**config.mk**
```make
export PLATFORM = sky130hd
export DESIGN_NAME = asc_top
export DESIGN_NICKNAME = d
export VERILOG_FILES = /design/src/common/asc_pkg.sv /design/src/common/asc_pps_if.sv /design/src/hw/asc_edge_det.sv /design/src/hw/asc_pps_engine.sv /design/src/hw/asc_top.sv
export SDC_FILE = /design/constraint.sdc
export NUM_CORES = 1
export LEC_CHECK = 0
export BUFFER_PORTS_ARGS = -buffer_cell sky130_fd_sc_hd__buf_4
export CAP_MARGIN = 30
export CORE_MARGIN = 2
export CORE_UTILIZATION = 50
export CTS_BUF_LIST = sky130_fd_sc_hd__clkbuf_4 sky130_fd_sc_hd__clkbuf_8
export DETAILED_ROUTE_END_ITERATION = 12
export GPL_TIMING_DRIVEN = 0
export PLACE_DENSITY = 0.83
export SYNTH_ARGS = -nofsm -noshare
export SYNTH_HDL_FRONTEND = slang
export SYNTH_HIERARCHICAL = 1
export SYNTH_SLANG_ARGS = --single-unit
```
**constraint.sdc**
```tcl
create_clock -name mclk -period 4.85 [get_ports mclk]
set_clock_uncertainty 0.15 [all_clocks]
set_input_delay 0.97 -clock mclk [delete_from_list [all_inputs] [get_ports mclk]]
set_output_delay 0.97 -clock mclk [all_outputs]
set_load 0.02 [all_outputs]
```
**src/common/asc_pkg.sv**
```systemverilog
// Shared constants and types of the acquisition sync and configuration block.
package asc_pkg;

  // ----------------------------------------------------------------
  // Register offsets on the local control bus (byte addresses).
  // ----------------------------------------------------------------
  localparam logic [15:0] OFS_BOARD_CTRL  = 16'h0000;
  localparam logic [15:0] OFS_RATE_A      = 16'h0004;
  localparam logic [15:0] OFS_RATE_B      = 16'h0008;
  localparam logic [15:0] OFS_TIMEPULSE   = 16'h001C;
  localparam logic [15:0] OFS_BUILD       = 16'h0028;

  // ----------------------------------------------------------------
  // Field positions and reset values.
  // ----------------------------------------------------------------
  localparam int          CTRL_INT_SEL_LSB = 8;
  localparam int          CTRL_DESYNC_BIT  = 16;
  localparam int          CTRL_SYNC_TTL_BIT = 20;
  localparam int          TP_ENABLE_BIT   = 20;
  localparam int          TP_WIDE_BIT     = 21;
  localparam int          TP_EDGE_BIT     = 22;
  localparam int          TP_VERIFIED_BIT = 24;
  localparam int          TP_RATE_LOCK_BIT = 25;
  localparam int          BLD_PLL_BIT     = 15;
  localparam int          BLD_EIGHT_BIT   = 16;
  localparam int          BLD_FOUR_BIT    = 17;
  localparam int          BLD_CUSTOM_BIT  = 18;
  localparam int          BLD_EXTTEMP_BIT = 19;
  localparam logic [2:0]  INT_SEL_RESET   = 3'h0;
  localparam logic [19:0] TARGET_RESET    = 20'h02000;
  localparam logic [31:0] RATE_RESET      = 32'h00000000;

  // ----------------------------------------------------------------
  // Interrupt event codes.
  // ----------------------------------------------------------------
  localparam logic [2:0]  EV_INIT_DONE    = 3'h0;
  localparam logic [2:0]  EV_AUTOCAL_DONE = 3'h1;
  localparam logic [2:0]  EV_CHAN_READY   = 3'h2;
  localparam logic [2:0]  EV_THRESH_RISE  = 3'h3;
  localparam logic [2:0]  EV_THRESH_FALL  = 3'h4;

  // ----------------------------------------------------------------
  // Timing.
  // ----------------------------------------------------------------
  localparam int unsigned CLK_PERIOD_NS   = 4;
  localparam int unsigned PPS_PERIOD_NS   = 1000000000;
  localparam int unsigned PPS_TOL_NS      = 1000000;
  localparam int unsigned PPS_PERIOD_CYC  = PPS_PERIOD_NS / CLK_PERIOD_NS;
  localparam int unsigned PPS_TOL_CYC     = PPS_TOL_NS / CLK_PERIOD_NS;
  localparam logic [20:0] CORR_NARROW     = 21'h000001;
  localparam logic [20:0] CORR_WIDE       = 21'h000005;

  typedef enum logic [1:0] {
    ASC_PPS_IDLE   = 2'h0,
    ASC_PPS_SEEK   = 2'h1,
    ASC_PPS_VERIFY = 2'h3,
    ASC_PPS_LOCKED = 2'h2
  } asc_pps_state_e;

endpackage

```
**src/common/asc_pps_if.sv**
```systemverilog
// Control and status bundle between the register bank and the pulse discipline engine.
`timescale 1ns/1ps
interface asc_pps_if;
  logic        discipline_on;
  logic        wide_tol;
  logic        edge_sel;
  logic [19:0] target;
  logic        verified;
  logic        rate_locked;
  logic        adj_up;
  logic        adj_dn;

  modport ctl (output discipline_on, wide_tol, edge_sel, target,
               input  verified, rate_locked, adj_up, adj_dn);
  modport eng (input  discipline_on, wide_tol, edge_sel, target,
               output verified, rate_locked, adj_up, adj_dn);
endinterface

```
**src/hw/asc_edge_det.sv**
```systemverilog
// Rising and falling transition detector for a group of level inputs.
`timescale 1ns/1ps
module asc_edge_det #(
  parameter int WIDTH = 1
) (
  input  wire logic             mclk,
  input  wire logic             rst,
  input  wire logic [WIDTH-1:0] sig_in,
  output logic      [WIDTH-1:0] rise,
  output logic      [WIDTH-1:0] fall
);
  logic [WIDTH-1:0] prev;
  logic [WIDTH-1:0] next_prev;

  always_comb begin
    next_prev = sig_in;
    rise      = sig_in & ~prev;
    fall      = ~sig_in & prev;
  end

  always_ff @(posedge mclk or posedge rst) begin
    if (rst) begin
      prev <= '0;
    end else begin
      prev <= next_prev;
    end
  end
endmodule // asc_edge_det

```
**src/hw/asc_pps_engine.sv**
```systemverilog
// One-pulse-per-second verification and sample rate discipline engine.
`timescale 1ns/1ps
module asc_pps_engine #(
  parameter int unsigned PERIOD_CYC = asc_pkg::PPS_PERIOD_CYC,
  parameter int unsigned TOL_CYC    = asc_pkg::PPS_TOL_CYC
) (
  input  wire logic mclk,
  input  wire logic rst,
  input  wire logic pps_in,
  input  wire logic sample_tick,
  asc_pps_if.eng    pif
);
  localparam logic [31:0] WIN_LO = 32'(PERIOD_CYC - TOL_CYC);
  localparam logic [31:0] WIN_HI = 32'(PERIOD_CYC + TOL_CYC);

  asc_pkg::asc_pps_state_e state;
  asc_pkg::asc_pps_state_e next_state;
  logic [31:0] cyc;
  logic [31:0] next_cyc;
  logic [19:0] smp;
  logic [19:0] next_smp;
  logic        next_verified;
  logic        next_rate_locked;
  logic        next_adj_up;
  logic        next_adj_dn;
  logic        pps_rise;
  logic        pps_fall;
  logic        pps_edge;
  logic        in_window;
  logic [20:0] corr_lim;
  logic [20:0] err;

  asc_edge_det #(.WIDTH(1)) u_pps_edge (
    .mclk   (mclk),
    .rst    (rst),
    .sig_in (pps_in),
    .rise   (pps_rise),
    .fall   (pps_fall)
  );

  always_comb begin
    pps_edge         = pif.edge_sel ? pps_fall : pps_rise;
    in_window        = (cyc >= WIN_LO) && (cyc <= WIN_HI);
    corr_lim         = pif.wide_tol ? asc_pkg::CORR_WIDE : asc_pkg::CORR_NARROW;
    err              = (smp >= pif.target) ? ({1'b0, smp} - {1'b0, pif.target})
                                           : ({1'b0, pif.target} - {1'b0, smp});
    next_state       = state;
    next_cyc         = cyc + 32'h00000001;
    next_smp         = sample_tick ? smp + 20'h00001 : smp;
    next_verified    = pif.verified;
    next_rate_locked = pif.rate_locked;
    next_adj_up      = 1'b0;
    next_adj_dn      = 1'b0;
    case (state)
      asc_pkg::ASC_PPS_IDLE: begin
        next_cyc = '0;
        next_smp = '0;
        if (pif.discipline_on) begin
          next_state = asc_pkg::ASC_PPS_SEEK;
        end
      end
      asc_pkg::ASC_PPS_SEEK: begin
        if (pps_edge) begin
          // The edge cycle opens the new period, so its own tick belongs to it.
          next_state = asc_pkg::ASC_PPS_VERIFY;
          next_cyc   = 32'h00000001;
          next_smp   = {19'h00000, sample_tick};
        end
      end
      asc_pkg::ASC_PPS_VERIFY: begin
        if (pps_edge) begin
          next_cyc = 32'h00000001;
          next_smp = {19'h00000, sample_tick};
          if (in_window) begin
            next_state    = asc_pkg::ASC_PPS_LOCKED;
            next_verified = 1'b1;
          end
        end else if (cyc > WIN_HI) begin
          next_state = asc_pkg::ASC_PPS_SEEK;
        end
      end
      asc_pkg::ASC_PPS_LOCKED: begin
        if (pps_edge) begin
          next_cyc = 32'h00000001;
          next_smp = {19'h00000, sample_tick};
          if (!in_window) begin
            next_state       = asc_pkg::ASC_PPS_VERIFY;
            next_verified    = 1'b0;
            next_rate_locked = 1'b0;
          end else begin
            next_rate_locked = (err <= corr_lim);
            next_adj_up      = (smp < pif.target);
            next_adj_dn      = (smp > pif.target);
          end
        end else if (cyc > WIN_HI) begin
          next_state       = asc_pkg::ASC_PPS_SEEK;
          next_verified    = 1'b0;
          next_rate_locked = 1'b0;
        end
      end
      default: begin
        next_state = asc_pkg::ASC_PPS_IDLE;
      end
    endcase
    if (!pif.discipline_on) begin
      next_state       = asc_pkg::ASC_PPS_IDLE;
      next_verified    = 1'b0;
      next_rate_locked = 1'b0;
    end
  end

  always_ff @(posedge mclk or posedge rst) begin
    if (rst) begin
      state           <= asc_pkg::ASC_PPS_IDLE;
      cyc             <= '0;
      smp             <= '0;
      pif.verified    <= 1'b0;
      pif.rate_locked <= 1'b0;
      pif.adj_up      <= 1'b0;
      pif.adj_dn      <= 1'b0;
    end else begin
      state           <= next_state;
      cyc             <= next_cyc;
      smp             <= next_smp;
      pif.verified    <= next_verified;
      pif.rate_locked <= next_rate_locked;
      pif.adj_up      <= next_adj_up;
      pif.adj_dn      <= next_adj_dn;
    end
  end
endmodule // asc_pps_engine

```
**src/hw/asc_top.sv**
```systemverilog
// Register bank, event select, scan and sync control, build options and pulse discipline.
//
// What this block does
// - Event codes 0,1,2: init, autocal, channels ready.
// - Codes 3/4: threshold rise/fall; 5-7 reserved.
// - Reset synchronized scans; desync bit high disables.
// - Level select high TTL, low LVDS.
// - Build word low bits hold firmware revision.
// - Build bit 15 high for PLL generators.
// - Bits 16/17 flag eight/four channel builds.
// - Bit 18 flags custom filter frequencies.
// - Bit 19 flags extended temperature build.
// - Twenty-bit sample target, default 0x02000.
// - Discipline on: follow pulse on sync input.
// - Discipline off: plain external sync input.
// - Correction tolerance five wide, else one.
// - Edge select low rising, high falling.
// - Verified bit rises after pulse checked.
// - Rate lock bit while rate locked.
// - Generator A at 0x4, B at 0x8.
`timescale 1ns/1ps
module asc_top #(
  parameter int unsigned PPS_PERIOD_CYC = asc_pkg::PPS_PERIOD_CYC,
  parameter int unsigned PPS_TOL_CYC    = asc_pkg::PPS_TOL_CYC
) (
  input  wire logic        mclk,
  input  wire logic        rst,
  input  wire logic [15:0] loc_addr,
  input  wire logic        loc_wr,
  input  wire logic        loc_rd,
  input  wire logic [31:0] loc_wdata,
  output logic      [31:0] loc_rdata,
  output logic             loc_ack,
  input  wire logic        init_done,
  input  wire logic        autocal_done,
  input  wire logic        chan_ready,
  input  wire logic        buf_thresh_flag,
  output logic             irq_event,
  output logic             scan_synchronized,
  output logic             sync_io_level_select,
  output logic      [31:0] rate_gen_a_control,
  output logic      [31:0] rate_gen_b_control,
  input  wire logic        ext_sync_in_pos_pin,
  input  wire logic        sample_tick,
  output logic             ext_sync_trig,
  output logic             rate_adj_up,
  output logic             rate_adj_dn,
  input  wire logic [14:0] strap_fw_rev,
  input  wire logic        strap_pll_gen,
  input  wire logic        strap_eight_chan,
  input  wire logic        strap_four_chan,
  input  wire logic        strap_custom_filter,
  input  wire logic        strap_ext_temp
);
  // ----------------------------------------------------------------
  // Register state.
  // ----------------------------------------------------------------
  logic [2:0]  int_sel;
  logic [2:0]  next_int_sel;
  logic        scan_desync_ctrl;
  logic        next_scan_desync_ctrl;
  logic        next_sync_io_level_select;
  logic [31:0] next_rate_gen_a_control;
  logic [31:0] next_rate_gen_b_control;
  logic [19:0] target;
  logic [19:0] next_target;
  logic        timepulse_discipline_on;
  logic        next_timepulse_discipline_on;
  logic        wide_tol;
  logic        next_wide_tol;
  logic        timepulse_edge_select;
  logic        next_timepulse_edge_select;
  logic [31:0] board_build_options;
  logic [31:0] next_board_build_options;
  logic        straps_taken;
  logic        next_straps_taken;
  logic [31:0] next_loc_rdata;
  logic        next_loc_ack;
  logic        next_irq_event;
  logic        next_ext_sync_trig;
  logic [31:0] board_control_word;
  logic [31:0] timepulse_sync_control;
  logic [3:0]  ev_rise;
  logic [3:0]  ev_fall;
  logic        sync_rise;
  logic        sync_fall;
  logic        hit_ctrl;
  logic        hit_rate_a;
  logic        hit_rate_b;
  logic        hit_tp;
  logic        hit_build;

  asc_pps_if pif ();

  asc_edge_det #(.WIDTH(4)) u_event_edges (
    .mclk   (mclk),
    .rst    (rst),
    .sig_in ({buf_thresh_flag, chan_ready, autocal_done, init_done}),
    .rise   (ev_rise),
    .fall   (ev_fall)
  );

  asc_edge_det #(.WIDTH(1)) u_sync_edge (
    .mclk   (mclk),
    .rst    (rst),
    .sig_in (ext_sync_in_pos_pin),
    .rise   (sync_rise),
    .fall   (sync_fall)
  );

  asc_pps_engine #(
    .PERIOD_CYC (PPS_PERIOD_CYC),
    .TOL_CYC    (PPS_TOL_CYC)
  ) u_pps (
    .mclk        (mclk),
    .rst         (rst),
    .pps_in      (ext_sync_in_pos_pin),
    .sample_tick (sample_tick),
    .pif         (pif)
  );

  assign pif.discipline_on = timepulse_discipline_on;
  assign pif.wide_tol      = wide_tol;
  assign pif.edge_sel      = timepulse_edge_select;
  assign pif.target        = target;
  assign rate_adj_up       = pif.adj_up;
  assign rate_adj_dn       = pif.adj_dn;

  // ----------------------------------------------------------------
  // Address decode and register writes.
  // ----------------------------------------------------------------
  always_comb begin
    hit_ctrl   = 1'b0;
    hit_rate_a = 1'b0;
    hit_rate_b = 1'b0;
    hit_tp     = 1'b0;
    hit_build  = 1'b0;
    if (loc_addr == asc_pkg::OFS_BOARD_CTRL) begin
      hit_ctrl = 1'b1;
    end else if (loc_addr == asc_pkg::OFS_RATE_A) begin
      hit_rate_a = 1'b1;
    end else if (loc_addr == asc_pkg::OFS_RATE_B) begin
      hit_rate_b = 1'b1;
    end else if (loc_addr == asc_pkg::OFS_TIMEPULSE) begin
      hit_tp = 1'b1;
    end else if (loc_addr == asc_pkg::OFS_BUILD) begin
      hit_build = 1'b1;
    end
  end

  always_comb begin
    next_int_sel                 = int_sel;
    next_scan_desync_ctrl        = scan_desync_ctrl;
    next_sync_io_level_select    = sync_io_level_select;
    next_rate_gen_a_control      = rate_gen_a_control;
    next_rate_gen_b_control      = rate_gen_b_control;
    next_target                  = target;
    next_timepulse_discipline_on = timepulse_discipline_on;
    next_wide_tol                = wide_tol;
    next_timepulse_edge_select   = timepulse_edge_select;
    if (loc_wr && hit_ctrl) begin
      next_int_sel              = loc_wdata[asc_pkg::CTRL_INT_SEL_LSB +: 3];
      next_scan_desync_ctrl     = loc_wdata[asc_pkg::CTRL_DESYNC_BIT];
      next_sync_io_level_select = loc_wdata[asc_pkg::CTRL_SYNC_TTL_BIT];
    end
    if (loc_wr && hit_rate_a) begin
      next_rate_gen_a_control = loc_wdata;
    end
    if (loc_wr && hit_rate_b) begin
      next_rate_gen_b_control = loc_wdata;
    end
    if (loc_wr && hit_tp) begin
      next_target                  = loc_wdata[19:0];
      next_timepulse_discipline_on = loc_wdata[asc_pkg::TP_ENABLE_BIT];
      next_wide_tol                = loc_wdata[asc_pkg::TP_WIDE_BIT];
      next_timepulse_edge_select   = loc_wdata[asc_pkg::TP_EDGE_BIT];
    end
  end

  // ----------------------------------------------------------------
  // Build options, caught once after reset release.
  // ----------------------------------------------------------------
  // Straps are sampled on the first clock after reset, never inside the reset branch.
  always_comb begin
    next_straps_taken        = 1'b1;
    next_board_build_options = board_build_options;
    if (!straps_taken) begin
      next_board_build_options                           = '0;
      next_board_build_options[14:0]                     = strap_fw_rev;
      next_board_build_options[asc_pkg::BLD_PLL_BIT]     = strap_pll_gen;
      next_board_build_options[asc_pkg::BLD_EIGHT_BIT]   = strap_eight_chan;
      next_board_build_options[asc_pkg::BLD_FOUR_BIT]    = strap_four_chan;
      next_board_build_options[asc_pkg::BLD_CUSTOM_BIT]  = strap_custom_filter;
      next_board_build_options[asc_pkg::BLD_EXTTEMP_BIT] = strap_ext_temp;
    end
  end

  // ----------------------------------------------------------------
  // Read path, event select and plain sync.
  // ----------------------------------------------------------------
  always_comb begin
    board_control_word                                 = '0;
    board_control_word[asc_pkg::CTRL_INT_SEL_LSB +: 3] = int_sel;
    board_control_word[asc_pkg::CTRL_DESYNC_BIT]       = scan_desync_ctrl;
    board_control_word[asc_pkg::CTRL_SYNC_TTL_BIT]     = sync_io_level_select;
    timepulse_sync_control                             = '0;
    timepulse_sync_control[19:0]                       = target;
    timepulse_sync_control[asc_pkg::TP_ENABLE_BIT]     = timepulse_discipline_on;
    timepulse_sync_control[asc_pkg::TP_WIDE_BIT]       = wide_tol;
    timepulse_sync_control[asc_pkg::TP_EDGE_BIT]       = timepulse_edge_select;
    timepulse_sync_control[asc_pkg::TP_VERIFIED_BIT]   = pif.verified;
    timepulse_sync_control[asc_pkg::TP_RATE_LOCK_BIT]  = pif.rate_locked;
    next_loc_ack   = loc_rd;
    next_loc_rdata = '0;
    if (loc_rd && hit_ctrl) begin
      next_loc_rdata = board_control_word;
    end else if (loc_rd && hit_rate_a) begin
      next_loc_rdata = rate_gen_a_control;
    end else if (loc_rd && hit_rate_b) begin
      next_loc_rdata = rate_gen_b_control;
    end else if (loc_rd && hit_tp) begin
      next_loc_rdata = timepulse_sync_control;
    end else if (loc_rd && hit_build) begin
      next_loc_rdata = board_build_options;
    end
    case (int_sel)
      asc_pkg::EV_INIT_DONE:    next_irq_event = ev_rise[0];
      asc_pkg::EV_AUTOCAL_DONE: next_irq_event = ev_rise[1];
      asc_pkg::EV_CHAN_READY:   next_irq_event = ev_rise[2];
      asc_pkg::EV_THRESH_RISE:  next_irq_event = ev_rise[3];
      asc_pkg::EV_THRESH_FALL:  next_irq_event = ev_fall[3];
      default:                  next_irq_event = 1'b0;
    endcase
    // Pulses on the pin reach both the engine and the sync edge detector; the trigger is masked so no sync fires while disciplining.
    next_ext_sync_trig = !timepulse_discipline_on && sync_rise;
  end

  always_ff @(posedge mclk or posedge rst) begin
    if (rst) begin
      int_sel                 <= asc_pkg::INT_SEL_RESET;
      scan_desync_ctrl        <= 1'b0;
      sync_io_level_select    <= 1'b0;
      rate_gen_a_control      <= asc_pkg::RATE_RESET;
      rate_gen_b_control      <= asc_pkg::RATE_RESET;
      target                  <= asc_pkg::TARGET_RESET;
      timepulse_discipline_on <= 1'b0;
      wide_tol                <= 1'b0;
      timepulse_edge_select   <= 1'b0;
      board_build_options     <= '0;
      straps_taken            <= 1'b0;
      loc_rdata               <= '0;
      loc_ack                 <= 1'b0;
      irq_event               <= 1'b0;
      ext_sync_trig           <= 1'b0;
      scan_synchronized       <= 1'b1;
    end else begin
      int_sel                 <= next_int_sel;
      scan_desync_ctrl        <= next_scan_desync_ctrl;
      sync_io_level_select    <= next_sync_io_level_select;
      rate_gen_a_control      <= next_rate_gen_a_control;
      rate_gen_b_control      <= next_rate_gen_b_control;
      target                  <= next_target;
      timepulse_discipline_on <= next_timepulse_discipline_on;
      wide_tol                <= next_wide_tol;
      timepulse_edge_select   <= next_timepulse_edge_select;
      board_build_options     <= next_board_build_options;
      straps_taken            <= next_straps_taken;
      loc_rdata               <= next_loc_rdata;
      loc_ack                 <= next_loc_ack;
      irq_event               <= next_irq_event;
      ext_sync_trig           <= next_ext_sync_trig;
      scan_synchronized       <= !next_scan_desync_ctrl;
    end
  end
endmodule // asc_top

```
==> results of run 1 <==
-- routing by layer --
metal,vias up,global-route usage [%],share of wire [%]
li1,4505,-,-
met1,4870,35.6,41
met2,413,46.3,49
met4,0,9.01,2.6
met3,76,6.91,8.2
met5,-,0,0
-- power by group --
group | internal (W) | leakage (nW) | total (W) | switching [W]
clock | 0.000928 | 0.398 | 0.00167 | 0.000741
combinational | 0.0000833 | 3.56 | 0.000185 | 0.000102
sequential | 0.00180 | 2.90 | 0.00181 | 0.00000968
total | 0.00281 | 6.86 | 0.00366 | 0.000852
-- what timing repair did --
action / in CTS / in global routing
resized for setup: 0 / 5
buffers inserted: 0 / 0
setup endpoints to repair: 0 / 1
-- flip-flops by register name, summed over array words and instances, names as in the netlist, 3 cells and up --
name and cells:
rate_gen_a_control 32, rate_gen_b_control 32, u_event_edges/prev 4, u_pps/cyc 32
int_sel 3, pif.target 20, board_build_options 20, loc_rdata 32
u_pps/smp 20
-- how the worst max path moves through the flow --
stage / from / endpoint / slack [ps] / cells after the start
finish: pif.target[6] / u_pps/pif.rate_locked / 300 / 20
detailed placement: pif.target[1] / u_pps/pif.rate_locked / 170 / 19
CTS: pif.target[1] / u_pps/pif.rate_locked / 140 / 19
floorplan: pif.target[1] / u_pps/pif.rate_locked / 920 / 19
global route: pif.target[10] / u_pps/pif.rate_locked / 20 / 18
global placement: pif.target[1] / u_pps/pif.rate_locked / 230 / 19
-- through the flow --
step           hold WS (ps)  instance area (sq um)  utilization, %
4_1_cts                 175                  14500            61.9
3_3_place_gp            274                  13700            58.4
6_report                198                  14500            62.0
2_1_floorplan           258                  11900               -
5_1_grt                 187                  14500            62.0
3_5_place_dp            284                  13700            58.7
-- critical path: cells and delay by family (launching register included) --
kind	cells	cell delay, ps
AO/OA/AOI/OAI	6	1050
XOR/XNOR	1	160
flip-flops	1	400
adder cells (fa/ha/maj)	2	520
AND/OR/NAND/NOR	7	1560
buffers and inverters	3	400
multiplexers	1	230
-- area by class of cell --
type                    count  area, sq um  share of cell area, %
multi-input cells         797         6020                   41.5
clock inverters             4         45.0                  0.310
flip-flops and latches    213         5330                   36.7
plain buffers              58          347                   2.39
clock buffers              59          706                   4.86
repair buffers            183         1420                   9.81
inverters                  64          244                   1.68
well taps                 319          399                   2.75
-- placed cells by master (no fill, tap or decap), drive strengths merged, types with 7 or more instances in the layout --
cell type,n
a21oi,51
a21o,12
mux2,113
xnor2,36
o21ai,37
a32oi,21
o31ai,19
or3,13
ha,44
xor2,25
or4,9
dfrtp,211
buf,209
nor2b,7
nor2,84
a22o,8
mux2i,13
nand3,37
nor4,9
nand2,54
o21bai,8
nand4,26
inv,64
clkbuf,91
o22ai,8
nor3,37
nand2b,31
==> results by group, run 1 <==
Route
  • Vias per Instance: 5.81
  • Vias: 9,864
  • ANT nets after route: 0
  • WL final: ~34 mm
  • Wire length per cell: ~20 um
  • DRC: 0
  • Drt first-iter violations: 655
  • DR pass1 iterations: 5

Floorplan
  • Die X: 158 um
  • Core box area: between 20,000 and 25,000 sq um
  • Starting Density: between 50% and 60%
  • Io pins: around 180
  • DIE AREA: approximately 25,000 sq um
  • Die Y: between 150 and 200 um
  • Row count: 56

Setup path
  • Crit Reg-Reg Startpoint: pif.target[6]
  • Crit path capture type: flip-flop
  • Max stage delay on crit path: approximately 420 ps
  • Required time of the critical path: 5170 ps
  • Reg2reg path depth: 20
  • R2R setup slack: ~300 ps
  • Max FO, Critical Path: 7
  • Critical Path Source Type: flip-flop
  • CP Class: reg -> reg
  • Crit-path slowest cell: or3_1
  • FF-to-FF End: u_pps/pif.rate_locked
  • Critical-path cell list: inv_1 > ha_1 > clkbuf_1 > nand4_1 > or3_1 > nor4_4 > or2_1 > a21o_2 > mux2i_1 > xor2_1 > ha_1 > inv_1 > o32ai_1 > a211oi_1 > nand3_1 > a211oi_2 > nand4b_1 > a21oi_1 > and4_1 > a31o_1
  • Arrival @ worst endpoint: between 4000 and 5000 ps

Clock tree
  • CTS Root Cell: clkbuf_8
  • Clock slew at reported path FFs: about 60 ps
  • H-tree level count: 2
  • Total CTS buffers: 37
  • CTS tree: built
  • Worst skew pair latency: around 550 ps
  • Clock buffer depth: 3
  • Post-CTS Hold Fix Bufs: 0
  • # clock sinks: 213

Timing
  • Tmin final: 4550 ps
  • Tcrit/Tclk final: 93.9%
  • Worst-Margin Slew: about 780 ps
  • # setup viols final: 0
  • Post-route setup slack: between 200 and 300 ps
  • RSZ-0062 raised after global routing: false
  • Max-slew violations: 0
  • Setup_tns: 0 ps
  • Fmax: approximately 220 MHz
  • Worst rel slew slack: a little under half
  • Final hold vios: 0

Placed design
  • Hpwl dp: ~26 mm
  • Port-buffer cells: between 150 and 200
  • Placed cell count: around 1,600
  • Placer congestion estimate: roughly 0.9
  • Setup WS pre-CTS: between 150 and 200 ps

Pwr
  • Pwr per Cell Area: between 200 and 300 nW/um^2
  • Leakage: between 6 and 7 nW
  • Peak VDD IR: roughly 290 uV
  • Total power draw: ~0.0037 W

Synthesis
  • Synthesized instance count: roughly 1,100
  • Syn. warnings: 6
  • Syn_nets: 1,257
  • Post-Syn Area: 11,900 sq um
  • Mean area per synthesized cell: between 10 and 15 sq um

Global routing
  • Number of global-route vias before repair: 10,000
  • GRT overflow: 0
  • Antenna violations before repair: 0
  • GRT Overall Usage: between 20 and 30%
  • Pin count of the biggest net entering global routing: 45
  • Global-route wire length before repair: approximately 54 mm

Run
  • Max Cap Viol: 0

Finish
  • Layout area overhead: 21.9%
  • Post-route non-filler standard cell count: roughly 1,700
  • # diodes: 0
  • Net count, final: ~1,500
  • Share of layout cells above drive strength 1: between 20% and 30%
  • Filler Cells Inserted: around 1,900

Outcome
  • Status: finished clean

Min path
  • Worst min path class: in -> async
No activity file was read; power rests on OpenSTA's default activity.
==> run 2, diff against run 1 <==
--- a/config.mk
+++ b/config.mk
@@ -13,6 +13,7 @@
 export DETAILED_ROUTE_END_ITERATION = 12
 export GPL_TIMING_DRIVEN = 0
 export PLACE_DENSITY = 0.83
+export REMOVE_ABC_BUFFERS = 1
 export SYNTH_ARGS = -nofsm -noshare
 export SYNTH_HDL_FRONTEND = slang
 export SYNTH_HIERARCHICAL = 1
==> results by group, run 2 (synthesis results as in run 1) <==
Clock tree
  • Total CTS buffers: 37 (unchanged)
  • Post-CTS Hold Fix Bufs: 0 (unchanged)
  • # clock sinks: 213 (unchanged)
  • Clock slew at reported path FFs: 60 ps (about the same)
  • CTS tree: built (unchanged)
  • Setup bufs post-CTS: 0 (unchanged)
  • Worst skew pair latency: 550 ps (about the same)
  • Clock buffer depth: 3 (unchanged)
  • CTS Root Cell: clkbuf_8 (unchanged)
  • H-tree level count: 2 (unchanged)

Timing
  • Post-route setup slack: 114 ps (was 298 ps)
  • WHS: 177 ps (was 198 ps)
  • Fmax: 211 MHz (was 220 MHz)
  • Final hold vios: 0 (unchanged)
  • Worst-Margin Slew: 1020 ps (was 779 ps)
  • Tmin final: 4740 ps (was 4550 ps)
  • Worst rel slew slack: 32.0% (was 47.9%)
  • Tcrit/Tclk final: 97.7% (was 93.9%)
  • Max-slew violations: 0 (unchanged)
  • # setup viols final: 0 (unchanged)

Route
  • DR pass1 iterations: 6 (was 5)
  • DRC: 0 (unchanged)
  • Wire length per cell: 19.8 um (was 20.2 um)
  • Vias per Instance: 5.95 (was 5.81)
  • Drt first-iter violations: 705 (was 655)
  • Vias: 9,822 (was 9,864)
  • ANT nets after route: 0 (unchanged)
  • WL final: 32.6 mm (was 34.3 mm)

Min path
  • Worst min path class: in -> async (unchanged)

Finish
  • Post-route non-filler standard cell count: 1,652 (was 1,697)
  • Share of layout cells above drive strength 1: 26.9% (was 26.2%)
  • # diodes: 0 (unchanged)
  • Filler Cells Inserted: 1,833 (was 1,906)
  • Layout area overhead: 20.6% (was 21.9%)
  • Commonest cells after routing, fill and taps aside: 211 x dfrtp_1, 186 x buf_4, 84 x nor2_1 (was 210 x dfrtp_1, 180 x buf_4, 84 x nor2_1)
  • Net count, final: 1,429 (was 1,478)
  • Most common cell after layout, fill and taps aside: dfrtp_1 (unchanged)

Floorplan
  • DIE AREA: 25,100 sq um (unchanged)
  • Die X: 158 um (unchanged)
  • Row count: 56 (unchanged)
  • Io pins: 181 (unchanged)
  • Die Y: 158 um (unchanged)
  • Starting Density: 50.9% (unchanged)
  • Core box area: 23,400 sq um (unchanged)

Outcome
  • Status: finished clean (unchanged)

Setup path
  • Max stage delay on crit path: 530 ps (was 420 ps)
  • CP Class: reg -> reg (unchanged)
  • Crit-path slowest cell: or4_1 (was or3_1)
  • Required time of the critical path: 5170 ps (about the same)
  • Critical Path Source Type: flip-flop (unchanged)
  • Arrival @ worst endpoint: 5050 ps (was 4870 ps)
  • Reg2reg path depth: 17 (was 20)
  • Critical-path cell list: inv_1 > ha_1 > nor2b_1 > o2111ai_1 > a31o_2 > o31ai_4 > a21o_2 > mux2i_1 > xor2_1 > ha_1 > inv_1 > o21ai_0 > nand2_1 > or4_1 > a21oi_1 > and4_1 > a31o_1 (was inv_1 > ha_1 > clkbuf_1 > nand4_1 > or3_1 > nor4_4 > or2_1 > a21o_2 > mux2i_1 > xor2_1 > ha_1 > inv_1 > o32ai_1 > a211oi_1 > nand3_1 > a211oi_2 > nand4b_1 > a21oi_1 > and4_1 > a31o_1)
  • Max FO, Critical Path: 5 (was 7)
  • Crit path capture type: flip-flop (unchanged)

Placed design
  • Setup WS pre-CTS: 51.5 ps (was 168 ps)
  • Port-buffer cells: 180 (was 179)
  • Placer congestion estimate: 0.909 (was 0.912)
  • Hpwl dp: 23.3 mm (was 25.7 mm)
  • Placed cell count: 1,585 (was 1,635)

Global routing
  • GRT Overall Usage: 26.1% (was 27.7%)
  • Antenna violations before repair: 0 (unchanged)
  • Global-route wire length before repair: 51.9 mm (was 54.2 mm)
  • GRT overflow: 0 (unchanged)
  • Number of global-route vias before repair: 9,959 (was 10,000)
  • Pin count of the biggest net entering global routing: 78 (was 45)

Pwr
  • Peak VDD IR: 270 uV (was 285 uV)
  • Leakage: 6.80 nW (was 6.86 nW)
  • Pwr per Cell Area: 261 nW/um^2 (was 252 nW/um^2)

Run
  • Max Cap Viol: 0 (unchanged)
[run 2: cell types whose count changed in the layout (fill, tap and decap cells not counted), sizes merged]
cell	previous run	this run
clkbuf	91	59
clkinv	2	5
clkinvlp	2	0
buf	209	192
bufinv	0	1
inv	64	66
[run 2: layer usage]
layer | global-route usage (%) | share of wire, %
met4 | 11.4 | 3.8
met3 | 7.10 | 8.5
met2 | 43.6 | 48
met5 | 0 | 0
met1 | 31.9 | 39
[run 2: final timing paths]
path                             startpoint               endpoint  slack (ps)
setup / recovery              pif.target[1]  u_pps/pif.rate_locked         110
hold / removal                          rst  u_pps/u_pps_edge/prev         180
setup reg to reg              pif.target[1]  u_pps/pif.rate_locked         110
hold reg to reg            scan_desync_ctrl      scan_synchronized         310
max in group asynchronous               rst  rate_gen_b_control[4]        3280
min in group mclk          scan_desync_ctrl      scan_synchronized         310
[run 2: timing repair]
| item | in CTS | in global routing |
|---|---|---|
| endpoints found under the setup margin | 0 | 1 |
| resized for setup | 0 | 8 |
| hold endpoints to repair | 0 | 0 |
[run 2: power by group]
part	internal, W	leakage [nW]	switching [W]
sequential	0.00180	2.90	0.0000140
clock	0.00100	0.433	0.000753
combinational	0.0000819	3.47	0.0000959
[run 2: area by class of cell]
cell class / count / area, sq um / area share (%)
inverter: 64 / 245 / 1.71
multi-input combinational: 797 / 6060 / 42.2
clock inverter: 8 / 86.3 / 0.601
tap: 319 / 399 / 2.78
clock buffer: 59 / 718 / 5.00
timing repair buffer: 192 / 1530 / 10.6
sequential: 213 / 5330 / 37.1
[run 2: worst max-delay path: cells and delay by family (launching register included)]
family,cells,cell delay [ps]
AND/OR/NAND/NOR,4,1050
XOR/XNOR,1,100
multiplexers,1,260
AO/OA/AOI/OAI,7,1850
flip-flops,1,470
adder cells (fa/ha/maj),2,620
buffers and inverters,2,190
[run 2: through the flow]
step	setup TNS (ps)	total power, W	util (%)	instance area (sq um)
3_5_place_dp	0	0.00202	57.8	13500
3_3_place_gp	-338730	0.00200	56.9	13300
6_report	0	0.00375	61.4	14400
2_1_floorplan	-40390	0.00192	-	11600
4_1_cts	0	0.00377	61.3	14300
5_1_grt	-12.0	0.00387	61.4	14400
